===== config.mk =====
export PLATFORM = sky130hd
export DESIGN_NAME = live_insertion_controller
export DESIGN_NICKNAME = d
export VERILOG_FILES = /design/src/design/hotplug_pkg.sv /design/src/design/live_insertion_controller.sv
export SDC_FILE = /design/constraint.sdc
export NUM_CORES = 1
export LEC_CHECK = 0
export BUFFER_PORTS_ARGS = -buffer_cell sky130_fd_sc_hd__buf_2
export CORE_UTILIZATION = 55
export CTS_CLUSTER_DIAMETER = 150
export DETAILED_ROUTE_END_ITERATION = 8
export MAX_ROUTING_LAYER = met4
export PLACE_DENSITY_LB_ADDON = 0.12
export SLEW_MARGIN = 0
export SYNTH_ARGS = -nofsm -noshare
export SYNTH_HDL_FRONTEND = slang
export SYNTH_SLANG_ARGS = --single-unit

===== constraint.sdc =====
create_clock -name CLK -period 3.8 [get_ports CLK]
set_input_delay 0.76 -clock CLK [delete_from_list [all_inputs] [get_ports CLK]]
set_output_delay 0.76 -clock CLK [all_outputs]
set_load 0.1 [all_outputs]

===== src/design/hotplug_pkg.sv =====
// shared constants for the live insertion slot controller
`default_nettype none
package hotplug_pkg;
  localparam int NSLOT = 4;
  // clock and timing
  localparam int CLK_PERIOD_NS = 4;
  localparam int T_POWER_NS    = 1000;
  localparam int T_RESET_NS    = 1000;
  localparam int T_LINK_NS     = 400;
  localparam int BLINK_HALF_NS = 250000000;
  localparam logic [15:0] T_POWER_CYC =
    16'((T_POWER_NS + CLK_PERIOD_NS - 1) / CLK_PERIOD_NS);
  localparam logic [15:0] T_RESET_CYC =
    16'((T_RESET_NS + CLK_PERIOD_NS - 1) / CLK_PERIOD_NS);
  localparam logic [15:0] T_LINK_CYC =
    16'((T_LINK_NS + CLK_PERIOD_NS - 1) / CLK_PERIOD_NS);
  localparam int BLINK_HALF_CYC = BLINK_HALF_NS / CLK_PERIOD_NS;
  // configuration space offsets (byte addresses)
  localparam logic [7:0] CFG_ID_OFF    = 8'h00;
  localparam logic [7:0] CFG_MISC_OFF  = 8'h40;
  localparam logic [7:0] CFG_INDEX_OFF = 8'h50;
  localparam logic [7:0] CFG_DATA_OFF  = 8'h54;
  localparam int MISC_WINDOW_EN_BIT = 23;
  localparam int MISC_SETUP_66_BIT  = 0;
  localparam logic [31:0] MISC_RESET = 32'h0000_0000;
  // device numbers per segment
  localparam logic [4:0] DEV_SEG_A = 5'h07;
  localparam logic [4:0] DEV_SEG_B = 5'h05;
  // arbitrary identification value, names no real maker
  localparam logic [31:0] ID_VALUE = 32'h0001_0001;
  // indexed hot-plug registers
  localparam logic [7:0] IDX_SLOT_POWER_ENABLE = 8'h00;
  localparam logic [7:0] IDX_SLOT_INDICATOR    = 8'h04;
  localparam logic [7:0] IDX_SLOT_STATUS       = 8'h08;
  localparam int COMMIT_BIT     = 16;
  localparam int STAT_POWER_LSB = 4;
  localparam int STAT_FAULT_LSB = 8;
  localparam int STAT_SPDERR_BIT = 12;
  localparam int STAT_BUS66_BIT  = 13;
  localparam logic [7:0] INDEX_RESET = 8'h00;
  localparam logic [3:0] SLOT_RESET  = 4'h0;
  // per slot sequence, gray along power-up then power-down path except the step from ST_PWROFF back to ST_OFF
  typedef enum logic [2:0] {
    ST_OFF     = 3'b000,
    ST_PWRUP   = 3'b001,
    ST_CONNECT = 3'b011,
    ST_ON      = 3'b010,
    ST_RSTDN   = 3'b110,
    ST_DISC    = 3'b111,
    ST_PWROFF  = 3'b101
  } slot_state_e;
endpackage
`default_nettype wire


===== src/design/live_insertion_controller.sv =====
// live insertion slot controller: config window, slot sequencing, indicators, speed
`default_nettype none
// Notes on behaviour
// - sequence is power first, bus connected last, reverse on removal; a fault drops power and bus together.
// - dual-speed segment powers first; other segment waits for peer done.
// - empty bus uses setup speed; 33 card on 66 bus drops, flags error.
// - second segment always runs at 33 MHz.
// - each slot drives a green power and an amber attention indicator.
// - green shows power, amber shows attention, independently combined.
// - button starts power change; green blinks, amber off meanwhile.
// - hardware button acts like software power command.
// - button on empty slot toggles power without any driver.
// - over-current or under-voltage raises fault and removes power.
// - mechanical interlock is taken as permanently asserted.
// - new card held in reset, released after connection settles.
// - controller connects and disconnects slot bus signals itself.
// - dummy bus cycles are generated during slot transitions.
// - config space answers as device 7 on segment A, 5 on B.
// - index/data window only works after misc bit 23 is set.
// - hot-plug registers reached by index at 50h and data at 54h.
// - slot enable at index 00, indicator control at index 04.
// - slot controls reach outputs only after commit bit 16 write.
module live_insertion_controller #(
  parameter int unsigned BLINK_HALF_CYC = hotplug_pkg::BLINK_HALF_CYC
) (
  // clock and reset
  input  wire logic        CLK,
  input  wire logic        SYS_RST,
  // configuration access
  input  wire logic        CFG_REQ,
  input  wire logic        CFG_WR,
  input  wire logic [4:0]  CFG_DEV,
  input  wire logic [7:0]  CFG_ADDR,
  input  wire logic [3:0]  CFG_BE,
  input  wire logic [31:0] CFG_WDATA,
  output logic      [31:0] CFG_RDATA,
  output logic             CFG_ACK,
  // board straps and peer
  input  wire logic        SEGMENT_B_SEL,
  input  wire logic        PEER_INIT_DONE,
  output logic             INIT_DONE,
  // slot pins
  input  wire logic [3:0]  SLOT_BUTTON_N,
  input  wire logic [3:0]  SLOT_PRESENT,
  input  wire logic [3:0]  SLOT_FAULT,
  input  wire logic [3:0]  SLOT_M66EN,
  output logic      [3:0]  SLOT_POWER_EN,
  output logic      [3:0]  SLOT_BUS_CONNECT,
  output logic      [3:0]  SLOT_RESET_N,
  output logic      [3:0]  LED_GREEN,
  output logic      [3:0]  LED_AMBER,
  // bus level
  output logic             DUMMY_CYCLE_EN,
  output logic             BUS_66_EN,
  output logic             SPEED_ERROR
);
  localparam int NS = hotplug_pkg::NSLOT;
  localparam int NPIN = 4 * NS + 2;

  function automatic logic [31:0] merge_be(input logic [31:0] old_v,
                                           input logic [31:0] new_v,
                                           input logic [3:0]  be);
    logic [31:0] r;
    r = old_v;
    for (int b = 0; b < 4; b++) begin
      if (be[b]) begin
        r[8*b +: 8] = new_v[8*b +: 8];
      end
    end
    return r;
  endfunction

  function automatic logic is_linked(input hotplug_pkg::slot_state_e s);
    return (s == hotplug_pkg::ST_CONNECT) || (s == hotplug_pkg::ST_ON) ||
           (s == hotplug_pkg::ST_RSTDN);
  endfunction

  // pin synchronisers
  logic [NPIN-1:0] meta_reg;
  logic [NPIN-1:0] sync_reg;
  logic [NS-1:0]   button_prev_reg;
  always_ff @(posedge CLK) begin
    if (SYS_RST) begin
      meta_reg        <= '0;
      sync_reg        <= '0;
      // low, so the synchroniser filling up after release cannot fake a press
      button_prev_reg <= '0;
    end else begin
      meta_reg        <= {PEER_INIT_DONE, SEGMENT_B_SEL, SLOT_M66EN, SLOT_FAULT,
                          SLOT_PRESENT, SLOT_BUTTON_N};
      sync_reg        <= meta_reg;
      button_prev_reg <= sync_reg[NS-1:0];
    end
  end

  logic [NS-1:0] button_n;
  logic [NS-1:0] present;
  logic [NS-1:0] fault_pin;
  logic [NS-1:0] m66;
  logic          seg_strap;
  logic          peer_done;
  logic [NS-1:0] press;
  assign button_n  = sync_reg[NS-1:0];
  assign present   = sync_reg[2*NS-1:NS];
  assign fault_pin = sync_reg[3*NS-1:2*NS];
  assign m66       = sync_reg[4*NS-1:3*NS];
  assign seg_strap = sync_reg[4*NS];
  assign peer_done = sync_reg[4*NS+1];
  assign press     = button_prev_reg & ~button_n;

  // strap caught after release, once the synchroniser has filled
  logic [1:0] strap_cnt_reg;
  logic       seg_b_reg;
  logic       init_ok_reg;
  always_ff @(posedge CLK) begin
    if (SYS_RST) begin
      strap_cnt_reg <= 2'h0;
      seg_b_reg     <= 1'b0;
      init_ok_reg   <= 1'b0;
    end else begin
      if (strap_cnt_reg != 2'h3) begin
        strap_cnt_reg <= strap_cnt_reg + 2'h1;
        seg_b_reg     <= seg_strap;
      end else if (!seg_b_reg || peer_done) begin
        init_ok_reg <= 1'b1;
      end
    end
  end

  // configuration space
  logic [31:0] misc_reg;
  logic [7:0]  index_reg;
  logic [NS-1:0] pend_enable_reg;
  logic [NS-1:0] pend_amber_reg;
  logic [NS-1:0] target_reg;
  logic [NS-1:0] amber_cmt_reg;
  logic [NS-1:0] fault_lat_reg;
  logic          commit_seen_reg;
  logic          bus_66_reg;
  logic          spd_err_reg;
  hotplug_pkg::slot_state_e state_reg [NS];
  logic [15:0]   timer_reg [NS];

  logic        hit;
  logic        window_on;
  logic        data_acc;
  logic        data_wr;
  logic        commit;
  logic [31:0] win_rdata;
  logic [NS-1:0] power_now;
  logic [NS-1:0] fault_now;
  logic [NS-1:0] fault_clr;
  logic          spd_clr;
  always_comb begin
    hit = CFG_REQ && (CFG_DEV == (seg_b_reg ? hotplug_pkg::DEV_SEG_B
                                            : hotplug_pkg::DEV_SEG_A));
    window_on = misc_reg[hotplug_pkg::MISC_WINDOW_EN_BIT];
    data_acc  = hit && window_on && (CFG_ADDR[7:2] == hotplug_pkg::CFG_DATA_OFF[7:2]);
    data_wr   = data_acc && CFG_WR;
    commit    = data_wr && (index_reg == hotplug_pkg::IDX_SLOT_POWER_ENABLE) &&
                CFG_BE[2] && CFG_WDATA[hotplug_pkg::COMMIT_BIT];
    fault_clr = '0;
    spd_clr   = 1'b0;
    if (data_wr && (index_reg == hotplug_pkg::IDX_SLOT_STATUS) && CFG_BE[1]) begin
      fault_clr = CFG_WDATA[hotplug_pkg::STAT_FAULT_LSB +: NS];
      spd_clr   = CFG_WDATA[hotplug_pkg::STAT_SPDERR_BIT];
    end
    for (int i = 0; i < NS; i++) begin
      power_now[i] = state_reg[i] != hotplug_pkg::ST_OFF;
      fault_now[i] = power_now[i] && fault_pin[i];
    end
    win_rdata = 32'h0000_0000;
    if (index_reg == hotplug_pkg::IDX_SLOT_POWER_ENABLE) begin
      win_rdata[NS-1:0] = pend_enable_reg;
    end else if (index_reg == hotplug_pkg::IDX_SLOT_INDICATOR) begin
      win_rdata[NS-1:0] = pend_amber_reg;
    end else if (index_reg == hotplug_pkg::IDX_SLOT_STATUS) begin
      win_rdata[NS-1:0] = present;
      win_rdata[hotplug_pkg::STAT_POWER_LSB +: NS] = power_now;
      win_rdata[hotplug_pkg::STAT_FAULT_LSB +: NS] = fault_lat_reg;
      win_rdata[hotplug_pkg::STAT_SPDERR_BIT] = spd_err_reg;
      win_rdata[hotplug_pkg::STAT_BUS66_BIT]  = bus_66_reg;
    end
  end

  always_ff @(posedge CLK) begin
    if (SYS_RST) begin
      misc_reg        <= hotplug_pkg::MISC_RESET;
      index_reg       <= hotplug_pkg::INDEX_RESET;
      pend_enable_reg <= hotplug_pkg::SLOT_RESET;
      pend_amber_reg  <= hotplug_pkg::SLOT_RESET;
      CFG_RDATA       <= 32'h0000_0000;
      CFG_ACK         <= 1'b0;
    end else begin
      CFG_ACK   <= hit;
      CFG_RDATA <= 32'h0000_0000;
      if (hit && CFG_WR) begin
        if (CFG_ADDR[7:2] == hotplug_pkg::CFG_MISC_OFF[7:2]) begin
          misc_reg <= merge_be(misc_reg, CFG_WDATA, CFG_BE);
        end else if (CFG_ADDR[7:2] == hotplug_pkg::CFG_INDEX_OFF[7:2] && window_on) begin
          if (CFG_BE[0]) begin
            index_reg <= CFG_WDATA[7:0];
          end
        end
      end else if (hit) begin
        if (CFG_ADDR[7:2] == hotplug_pkg::CFG_ID_OFF[7:2]) begin
          CFG_RDATA <= hotplug_pkg::ID_VALUE;
        end else if (CFG_ADDR[7:2] == hotplug_pkg::CFG_MISC_OFF[7:2]) begin
          CFG_RDATA <= misc_reg;
        end else if (CFG_ADDR[7:2] == hotplug_pkg::CFG_INDEX_OFF[7:2] && window_on) begin
          CFG_RDATA <= {24'h00_0000, index_reg};
        end else if (data_acc) begin
          CFG_RDATA <= win_rdata;
        end
      end
      if (data_wr && CFG_BE[0]) begin
        if (index_reg == hotplug_pkg::IDX_SLOT_POWER_ENABLE) begin
          pend_enable_reg <= CFG_WDATA[NS-1:0];
        end else if (index_reg == hotplug_pkg::IDX_SLOT_INDICATOR) begin
          pend_amber_reg <= CFG_WDATA[NS-1:0];
        end
      end
      // button toggles the shadow too, so a later commit does not undo it
      for (int i = 0; i < NS; i++) begin
        if (press[i] && !(data_wr && CFG_BE[0])) begin
          pend_enable_reg[i] <= ~target_reg[i];
        end
      end
    end
  end

  // committed controls, faults and button requests
  always_ff @(posedge CLK) begin
    if (SYS_RST) begin
      target_reg      <= hotplug_pkg::SLOT_RESET;
      amber_cmt_reg   <= hotplug_pkg::SLOT_RESET;
      fault_lat_reg   <= hotplug_pkg::SLOT_RESET;
      commit_seen_reg <= 1'b0;
    end else begin
      if (commit) begin
        target_reg      <= data_wr && CFG_BE[0] ? CFG_WDATA[NS-1:0] : pend_enable_reg;
        amber_cmt_reg   <= pend_amber_reg;
        commit_seen_reg <= 1'b1;
      end
      for (int i = 0; i < NS; i++) begin
        // interlock pin is grounded on the board, so it never blocks a press
        if (press[i]) begin
          target_reg[i] <= ~target_reg[i];
        end
        if (fault_now[i]) begin
          target_reg[i]    <= 1'b0;
          fault_lat_reg[i] <= 1'b1;
        end else if (fault_clr[i]) begin
          fault_lat_reg[i] <= 1'b0;
        end
      end
    end
  end

  // per slot sequencing: power, then connect, then reset release
  always_ff @(posedge CLK) begin
    if (SYS_RST) begin
      for (int i = 0; i < NS; i++) begin
        state_reg[i] <= hotplug_pkg::ST_OFF;
        timer_reg[i] <= 16'h0000;
      end
    end else begin
      for (int i = 0; i < NS; i++) begin
        if (timer_reg[i] != 16'h0000) begin
          timer_reg[i] <= timer_reg[i] - 16'h0001;
        end
        if (fault_now[i]) begin
          state_reg[i] <= hotplug_pkg::ST_OFF;
          timer_reg[i] <= 16'h0000;
        end else begin
          case (state_reg[i])
            hotplug_pkg::ST_OFF: begin
              if (target_reg[i] && init_ok_reg && !fault_lat_reg[i]) begin
                state_reg[i] <= hotplug_pkg::ST_PWRUP;
                timer_reg[i] <= hotplug_pkg::T_POWER_CYC;
              end
            end
            hotplug_pkg::ST_PWRUP: begin
              if (timer_reg[i] == 16'h0000) begin
                state_reg[i] <= hotplug_pkg::ST_CONNECT;
                timer_reg[i] <= hotplug_pkg::T_RESET_CYC;
              end
            end
            hotplug_pkg::ST_CONNECT: begin
              if (timer_reg[i] == 16'h0000) begin
                state_reg[i] <= hotplug_pkg::ST_ON;
              end
            end
            hotplug_pkg::ST_ON: begin
              if (!target_reg[i]) begin
                state_reg[i] <= hotplug_pkg::ST_RSTDN;
                timer_reg[i] <= hotplug_pkg::T_RESET_CYC;
              end
            end
            hotplug_pkg::ST_RSTDN: begin
              if (timer_reg[i] == 16'h0000) begin
                state_reg[i] <= hotplug_pkg::ST_DISC;
                timer_reg[i] <= hotplug_pkg::T_LINK_CYC;
              end
            end
            hotplug_pkg::ST_DISC: begin
              if (timer_reg[i] == 16'h0000) begin
                state_reg[i] <= hotplug_pkg::ST_PWROFF;
                timer_reg[i] <= hotplug_pkg::T_POWER_CYC;
              end
            end
            default: begin
              if (timer_reg[i] == 16'h0000) begin
                state_reg[i] <= hotplug_pkg::ST_OFF;
              end
            end
          endcase
        end
      end
    end
  end

  // bus speed
  logic [NS-1:0] linked;
  logic [NS-1:0] adding;
  always_comb begin
    for (int i = 0; i < NS; i++) begin
      linked[i] = is_linked(state_reg[i]);
      adding[i] = (state_reg[i] == hotplug_pkg::ST_PWRUP) && (timer_reg[i] == 16'h0000) &&
                  !fault_now[i];
    end
  end

  always_ff @(posedge CLK) begin
    if (SYS_RST) begin
      bus_66_reg  <= 1'b0;
      spd_err_reg <= 1'b0;
    end else begin
      if (seg_b_reg) begin
        bus_66_reg <= 1'b0;
      end else if (linked == '0) begin
        bus_66_reg <= misc_reg[hotplug_pkg::MISC_SETUP_66_BIT];
      end else if (bus_66_reg && ((adding & ~m66) != '0)) begin
        bus_66_reg <= 1'b0;
      end
      // a new error wins over a clear in the same cycle
      if (!seg_b_reg && bus_66_reg && (linked != '0) && ((adding & ~m66) != '0)) begin
        spd_err_reg <= 1'b1;
      end else if (spd_clr) begin
        spd_err_reg <= 1'b0;
      end
    end
  end

  // blink divider, blink_reg toggles once per half period
  logic [25:0] blink_cnt_reg;
  logic        blink_reg;
  always_ff @(posedge CLK) begin
    if (SYS_RST) begin
      blink_cnt_reg <= 26'h000_0000;
      blink_reg     <= 1'b0;
    end else if (blink_cnt_reg >= 26'(BLINK_HALF_CYC - 1)) begin
      blink_cnt_reg <= 26'h000_0000;
      blink_reg     <= ~blink_reg;
    end else begin
      blink_cnt_reg <= blink_cnt_reg + 26'h000_0001;
    end
  end

  // registered pin outputs
  always_ff @(posedge CLK) begin
    if (SYS_RST) begin
      SLOT_POWER_EN    <= '0;
      SLOT_BUS_CONNECT <= '0;
      SLOT_RESET_N     <= '0;
      LED_GREEN        <= '0;
      LED_AMBER        <= '0;
      DUMMY_CYCLE_EN   <= 1'b0;
      BUS_66_EN        <= 1'b0;
      SPEED_ERROR      <= 1'b0;
      INIT_DONE        <= 1'b0;
    end else begin
      for (int i = 0; i < NS; i++) begin
        SLOT_POWER_EN[i]    <= power_now[i] && !fault_now[i];
        SLOT_BUS_CONNECT[i] <= linked[i] && !fault_now[i];
        SLOT_RESET_N[i]     <= state_reg[i] == hotplug_pkg::ST_ON;
        if (state_reg[i] == hotplug_pkg::ST_ON) begin
          LED_GREEN[i] <= 1'b1;
          LED_AMBER[i] <= amber_cmt_reg[i] || fault_lat_reg[i];
        end else if (state_reg[i] == hotplug_pkg::ST_OFF) begin
          LED_GREEN[i] <= 1'b0;
          LED_AMBER[i] <= amber_cmt_reg[i] || fault_lat_reg[i];
        end else begin
          LED_GREEN[i] <= blink_reg;
          LED_AMBER[i] <= 1'b0;
        end
      end
      DUMMY_CYCLE_EN <= (state_reg[0] inside {hotplug_pkg::ST_CONNECT,
                         hotplug_pkg::ST_RSTDN, hotplug_pkg::ST_DISC}) ||
                        (state_reg[1] inside {hotplug_pkg::ST_CONNECT,
                         hotplug_pkg::ST_RSTDN, hotplug_pkg::ST_DISC}) ||
                        (state_reg[2] inside {hotplug_pkg::ST_CONNECT,
                         hotplug_pkg::ST_RSTDN, hotplug_pkg::ST_DISC}) ||
                        (state_reg[3] inside {hotplug_pkg::ST_CONNECT,
                         hotplug_pkg::ST_RSTDN, hotplug_pkg::ST_DISC});
      BUS_66_EN   <= bus_66_reg;
      SPEED_ERROR <= spd_err_reg;
      INIT_DONE   <= init_ok_reg && commit_seen_reg &&
                     ((linked | ~power_now) == '1) &&
                     (DUMMY_CYCLE_EN == 1'b0);
    end
  end
endmodule
`default_nettype wire


Yosys cells after proc, flatten, opt, wreduce, memory -nomap -nowiden --
Memory sizes are Yosys's and may differ from the RTL's. Cells that the tools add are included.
Storage, ports and cells: register bits 191, bits in writable memories 76, output and inout port bits 57, memories kept 2
Memory list:
- timer_reg | words 4, bits a word 16, rd ports 4, clocked after Yosys merged registers in 0, write ports 4, RTL line live_insertion_controller.sv:142 | logic [15:0] timer_reg [NS];
- state_reg | words 4, bits a word 3, rd ports 4, clocked after Yosys merged registers in 0, write ports 4, RTL line live_insertion_controller.sv:141 | hotplug_pkg::slot_state_e state_reg [NS];
Cells by class: $add $sub $neg 6, order comparisons 1, eq/ne operators 28, muxes and demuxes 262, bitwise operators 76, reduce and logical (&&, ||, !) cells 143
Operator list (number):
- 16-bit two-way mux | 28
- 1-bit two-way mux | 187
- 3-bit two-way mux | 32
- 16-bit zero test | 4
- 16-bit nonzero test | 4
- 16-bit by 1-bit subtractor with 16-bit output (second input constant) | 4
- 1-bit OR | 60
- 1-bit logical AND | 51
- 14-bit two-way mux | 3
- 2-bit nonzero test | 18
- 32-bit two-way mux | 1
- 4-bit two-way mux | 7
- 26-bit by 1-bit adder with 26-bit output (second input constant) | 1
- 26-bit greater-or-equal comparator (second input constant) | 1
- 3-bit by 2-bit equality test with 1-bit output (second input constant) | 8
- 3-bit equality test (second input constant) | 8
- 3-bit nonzero test | 8
- 6-bit OR reduction | 4
- 10-bit two-way mux | 2
- 6-bit by 5-bit equality test with 1-bit output (second input constant) | 3
- 17-bit two-way mux | 1
- 1-bit logical OR | 16
- 3-bit AND reduction | 5
- 3-bit by 1-bit equality test with 1-bit output (second input constant) | 4
- other kinds (22) | 56

Logic depth before layout (Yosys ltp) --
depth in word-level cells 14, gate-level depth with buffers 8

Worst setup path before layout --
Ideal clock, no wire load.
path type reg2reg, start mem timer_reg[2][0], end mem timer_reg[2][0], enable pin, setup time 0.376 ns, arrival 2.527 ns, slack 0.897 ns, stages on the path, launching flop included 8, clock period less this slack 2.903 ns, cells stage by stage edfxtp_1 -> inv_1 -> ha_1 -> or4b_4 -> or4b_4 -> o22a_2 -> o21a_4 -> nand4_1
RTL lines (RTL line):
- start, declared | live_insertion_controller.sv:142

==> summary.md <==
| Metric | Value |
|---|---|
| Status | finished clean |
| Total net switching power | 2.89 mW |
| Syn nets | 1,318 |
| Vias in the first global route | 8,391 |
| Final Hold Viols | 0 |
| Fin cells | 1,652 |
| Via density | 5.65 |
| Final Skew | 0.0174 ns |
| CP max FO | 9 |
| Hold crit path type | flop to flop |
| H-tree level count | 1 |
| Arrival time worst endpoint | 3.44 ns |
| Crit-path slowest cell | or4b_4 |
| Reg-to-reg slack, setup | 0.60 ns |
| Routed WL | 26.7 mm |
| Multi-input logic area | 0.00553 sq mm |
| Startpoint of the worst hold path | meta_reg[1] |
| Rel. slew slack | 15.4% |
| VDD IR-drop max | 0.565 mV |
| Slew Limit Fails | 0 |
| First-pass GRT wire length | 42.6 mm |
| Die area | 0.0223 sq mm |
| Adder-cell share of the synthesized area | 1.05% |
| Count of clock tree sinks | 267 |
| Die W | 149 um |
| DR vias | 9,338 |
| Net Sw Frac | 32.8% |
| Clock slew at reported path FFs | 0.06 ns |
| Max-Cap Viols | 0 |
| Tmin final | 3.20 ns |
| Post-Syn Instances | 1,237 |
| Total power | 8.79 mW |
| Top_reg_cell synth | dfxtp_1 |
| Syn_area_per_cell | 9.65 sq um |
| Drt pass-1 iters | 5 |
| I/O Pins | 128 |
| Die height | 149 um |
| Setup TNS | 0 ns |
| CTS root buf | clkbuf_16 |
| Cell variety after synth | 75 |
| Standard-cell rows | 53 |
| Core Region | 0.0212 sq mm |
| Seq cells post-synth | 267 |
| Hold Crit Depth | 1 |
| F_max | 0.313 GHz |
| Simple-gate portion of the synthesized area | 24.7% |
| Layout cell share with drive strength beyond 1 | 16.3% |
| CP required | 4.04 ns |
| Power per cell area | 640 mW/mm^2 |
| Top delay family on crit path | simple AND/OR/NAND/NOR gates |
| Wire per inst | 16.2 um |
| Main combinational cell family by area after synthesis | simple AND/OR/NAND/NOR gates |
| Crit path kind | flop to flop |
| Fillers | 1,778 |
| Final ANT Viol Nets | 0 |
| Final GP Congestion | 0.881 |
| Hold endpoint | sync_reg[1] |
| DR iter-0 viols | 543 |
| RR Startpoint | timer_reg[2][0] |
| Synth Warn # | 0 |
| Buf/Inv on CP | 2 |
| Post-synthesis mux area share | 4.22% |
| Num CTS Buffers | 28 |
| Clock Latency Late Sink | 0.54 ns |
| # hold bufs at CTS | 0 |
| Inst Count DP | 1,600 |
| Max incr delay on CP | 0.61 ns |
| DRC | 0 |
| CP startpoint kind | flop |
| Period utilization | 84.2% |
| Largest net degree at the start of global routing | 50 |
| Finish-stage setup viols | 0 |
| Leak pwr | 5.70 nW |
| FF+latch area | 0.00611 sq mm |
| Worst slew pin tran | 1.26 ns |
| CP Capture Type | flop |
| Bufs on Longest Clock Path | 3 |
| Port bufs | 125 |
| Area grow syn2layout | 15.1% |
| Global Route Usage Sum | 24.4% |
| Part of the power in combinational logic | 25.5% |
| Mapped cell area | 0.0119 sq mm |
| Starting Density | 56.4% |
| Int Pwr | 5.91 mW |
| RR Endpoint | timer_reg[2][11] |
| Dpl hpwl | 18.8 mm |
| Largest register FFs | 64 |
| Resized Gates After CTS | 0 |
| Area fraction in compound gates after synthesis | 10.5% |
| XOR/XNOR Fraction of Synth Area | 5.87% |
| Sequential share of the synthesized area | 51.1% |
| Crit path top cell by count | or4b_4 |
| Fraction of registers with async set/reset | 0% |
| RSZ-0062 raised after global routing | false |
| Sequential share of power | 43.5% |
| Initial antenna violation count | 0 |
| Nets | 1,436 |
| Grt total ovfl | 0 |
| TritonCTS clock tree | yes |
| R2r worst-path depth | 8 |
| CP Cell Sequence | inv_1, ha_1, or4b_4, or4b_4, o22a_2, o21a_4, nand4_1, buf_4 |
| Clock power frac | 31.0% |
| Post-CTS Setup Inserts | 0 |
| Number of enable flip-flop cells after synthesis | 76 |
| Number of diodes | 0 |
## worst register-to-register path, stage by stage, from the launching register on
cell	delay, ns
edfxtp_1	0.43
inv_1	0.11
ha_1	0.16
or4b_4	0.47
or4b_4	0.61
o22a_2	0.24
o21a_4	0.23
nand4_1	0.40
buf_4	0.26
## worst max-delay path by stage
stage | from | end | slack, ns | cells after the start
3_5_place_dp | timer_reg[2][0] | timer_reg[2][11] | 0.60 | 8
2_1_floorplan | timer_reg[2][0] | timer_reg[2][0] | 0.90 | 7
6_report | timer_reg[2][0] | timer_reg[2][11] | 0.60 | 8
5_1_grt | timer_reg[0][0] | timer_reg[0][9] | 0.40 | 8
3_3_place_gp | timer_reg[2][0] | timer_reg[2][5] | 0.66 | 8
4_1_cts | timer_reg[2][0] | timer_reg[2][10] | 0.57 | 8
## synthesized netlist by cell type (all sizes together) (33+ instances only)
cell | count | area [sq um]
a21oi | 80 | 400
and3 | 33 | 206
clkbuf | 43 | 161
dfxtp | 191 | 3820
edfxtp | 76 | 2280
mux2i | 47 | 470
nand2 | 92 | 345
nand3 | 48 | 250
nor2 | 148 | 556
nor2b | 50 | 313
nor3 | 37 | 190
o21ai | 41 | 205
xnor2 | 37 | 324
xor2 | 43 | 377
## per-layer routing
| layer | vias to the layer above | part of all wire (%) | routed length [um] | GRT usage (%) |
|---|---|---|---|---|
| met4 | 0 | 2.0 | 539 | 5.97 |
| met2 | 277 | 45 | 11900 | 36.8 |
| met3 | 35 | 5.6 | 1480 | 3.18 |
| met1 | 4370 | 48 | 12700 | 34.6 |
| li1 | 4656 | - | - | - |
| met5 | - | 0 | 0 | - |
## cell usage in the layout (no fill, tap or decap), types with 22 or more instances in the layout
master       n
clkbuf_16   29
xor2_1      43
buf_2      124
o21ai_0     38
inv_1       22
dfxtp_1    191
mux2i_1     47
and3_1      33
a21oi_1     80
nand2_1     92
nand3_1     46
nor2_1     148
nor2b_1     50
xnor2_1     37
edfxtp_1    76
nor3_1      36
## kinds of logic (layout without fill, tap and decap cells)
kind of cell | after synthesis | count (layout)
compound gates | 201 | 201
xor+xnor | 80 | 80
fa+ha+maj | 10 | 10
buf+inv | 74 | 214
flops | 267 | 267
mux | 50 | 50
simple gates | 555 | 555
## stage by stage
| step | hold WS, ns | worst slack (ns) | area (sq um) | utilization (%) |
|---|---|---|---|---|
| floorplan | 0.414 | 0.897 | 11900 | - |
| global placement | 0.416 | 0.657 | 12800 | 60.5 |
| detailed placement | 0.423 | 0.595 | 12800 | 60.5 |
| CTS | 0.416 | 0.571 | 13700 | 65.0 |
| global route | 0.430 | 0.402 | 13700 | 65.0 |
| finish | 0.432 | 0.601 | 13700 | 65.0 |
## power by group through the flow
stage / sequential (mW) / clock (mW) / combinational [mW]
2_1_floorplan: 3.93 / 0 / 1.62
3_3_place_gp: 3.85 / 0 / 2.18
3_5_place_dp: 3.87 / 0 / 2.21
4_1_cts: 3.82 / 2.77 / 2.24
5_1_grt: 3.88 / 2.89 / 2.50
6_report: 3.82 / 2.73 / 2.24
## layout make-up
cell class / instances / share of cell area (%)
tap: 275 / 2.50
inverter: 22 / 0.601
timing repair buffer: 140 / 5.39
sequential: 267 / 44.4
clock inverter: 18 / 1.17
multi-input combinational: 896 / 40.3
clock buffer: 34 / 5.64
Note: power is estimated with default switching activity, not from simulation.
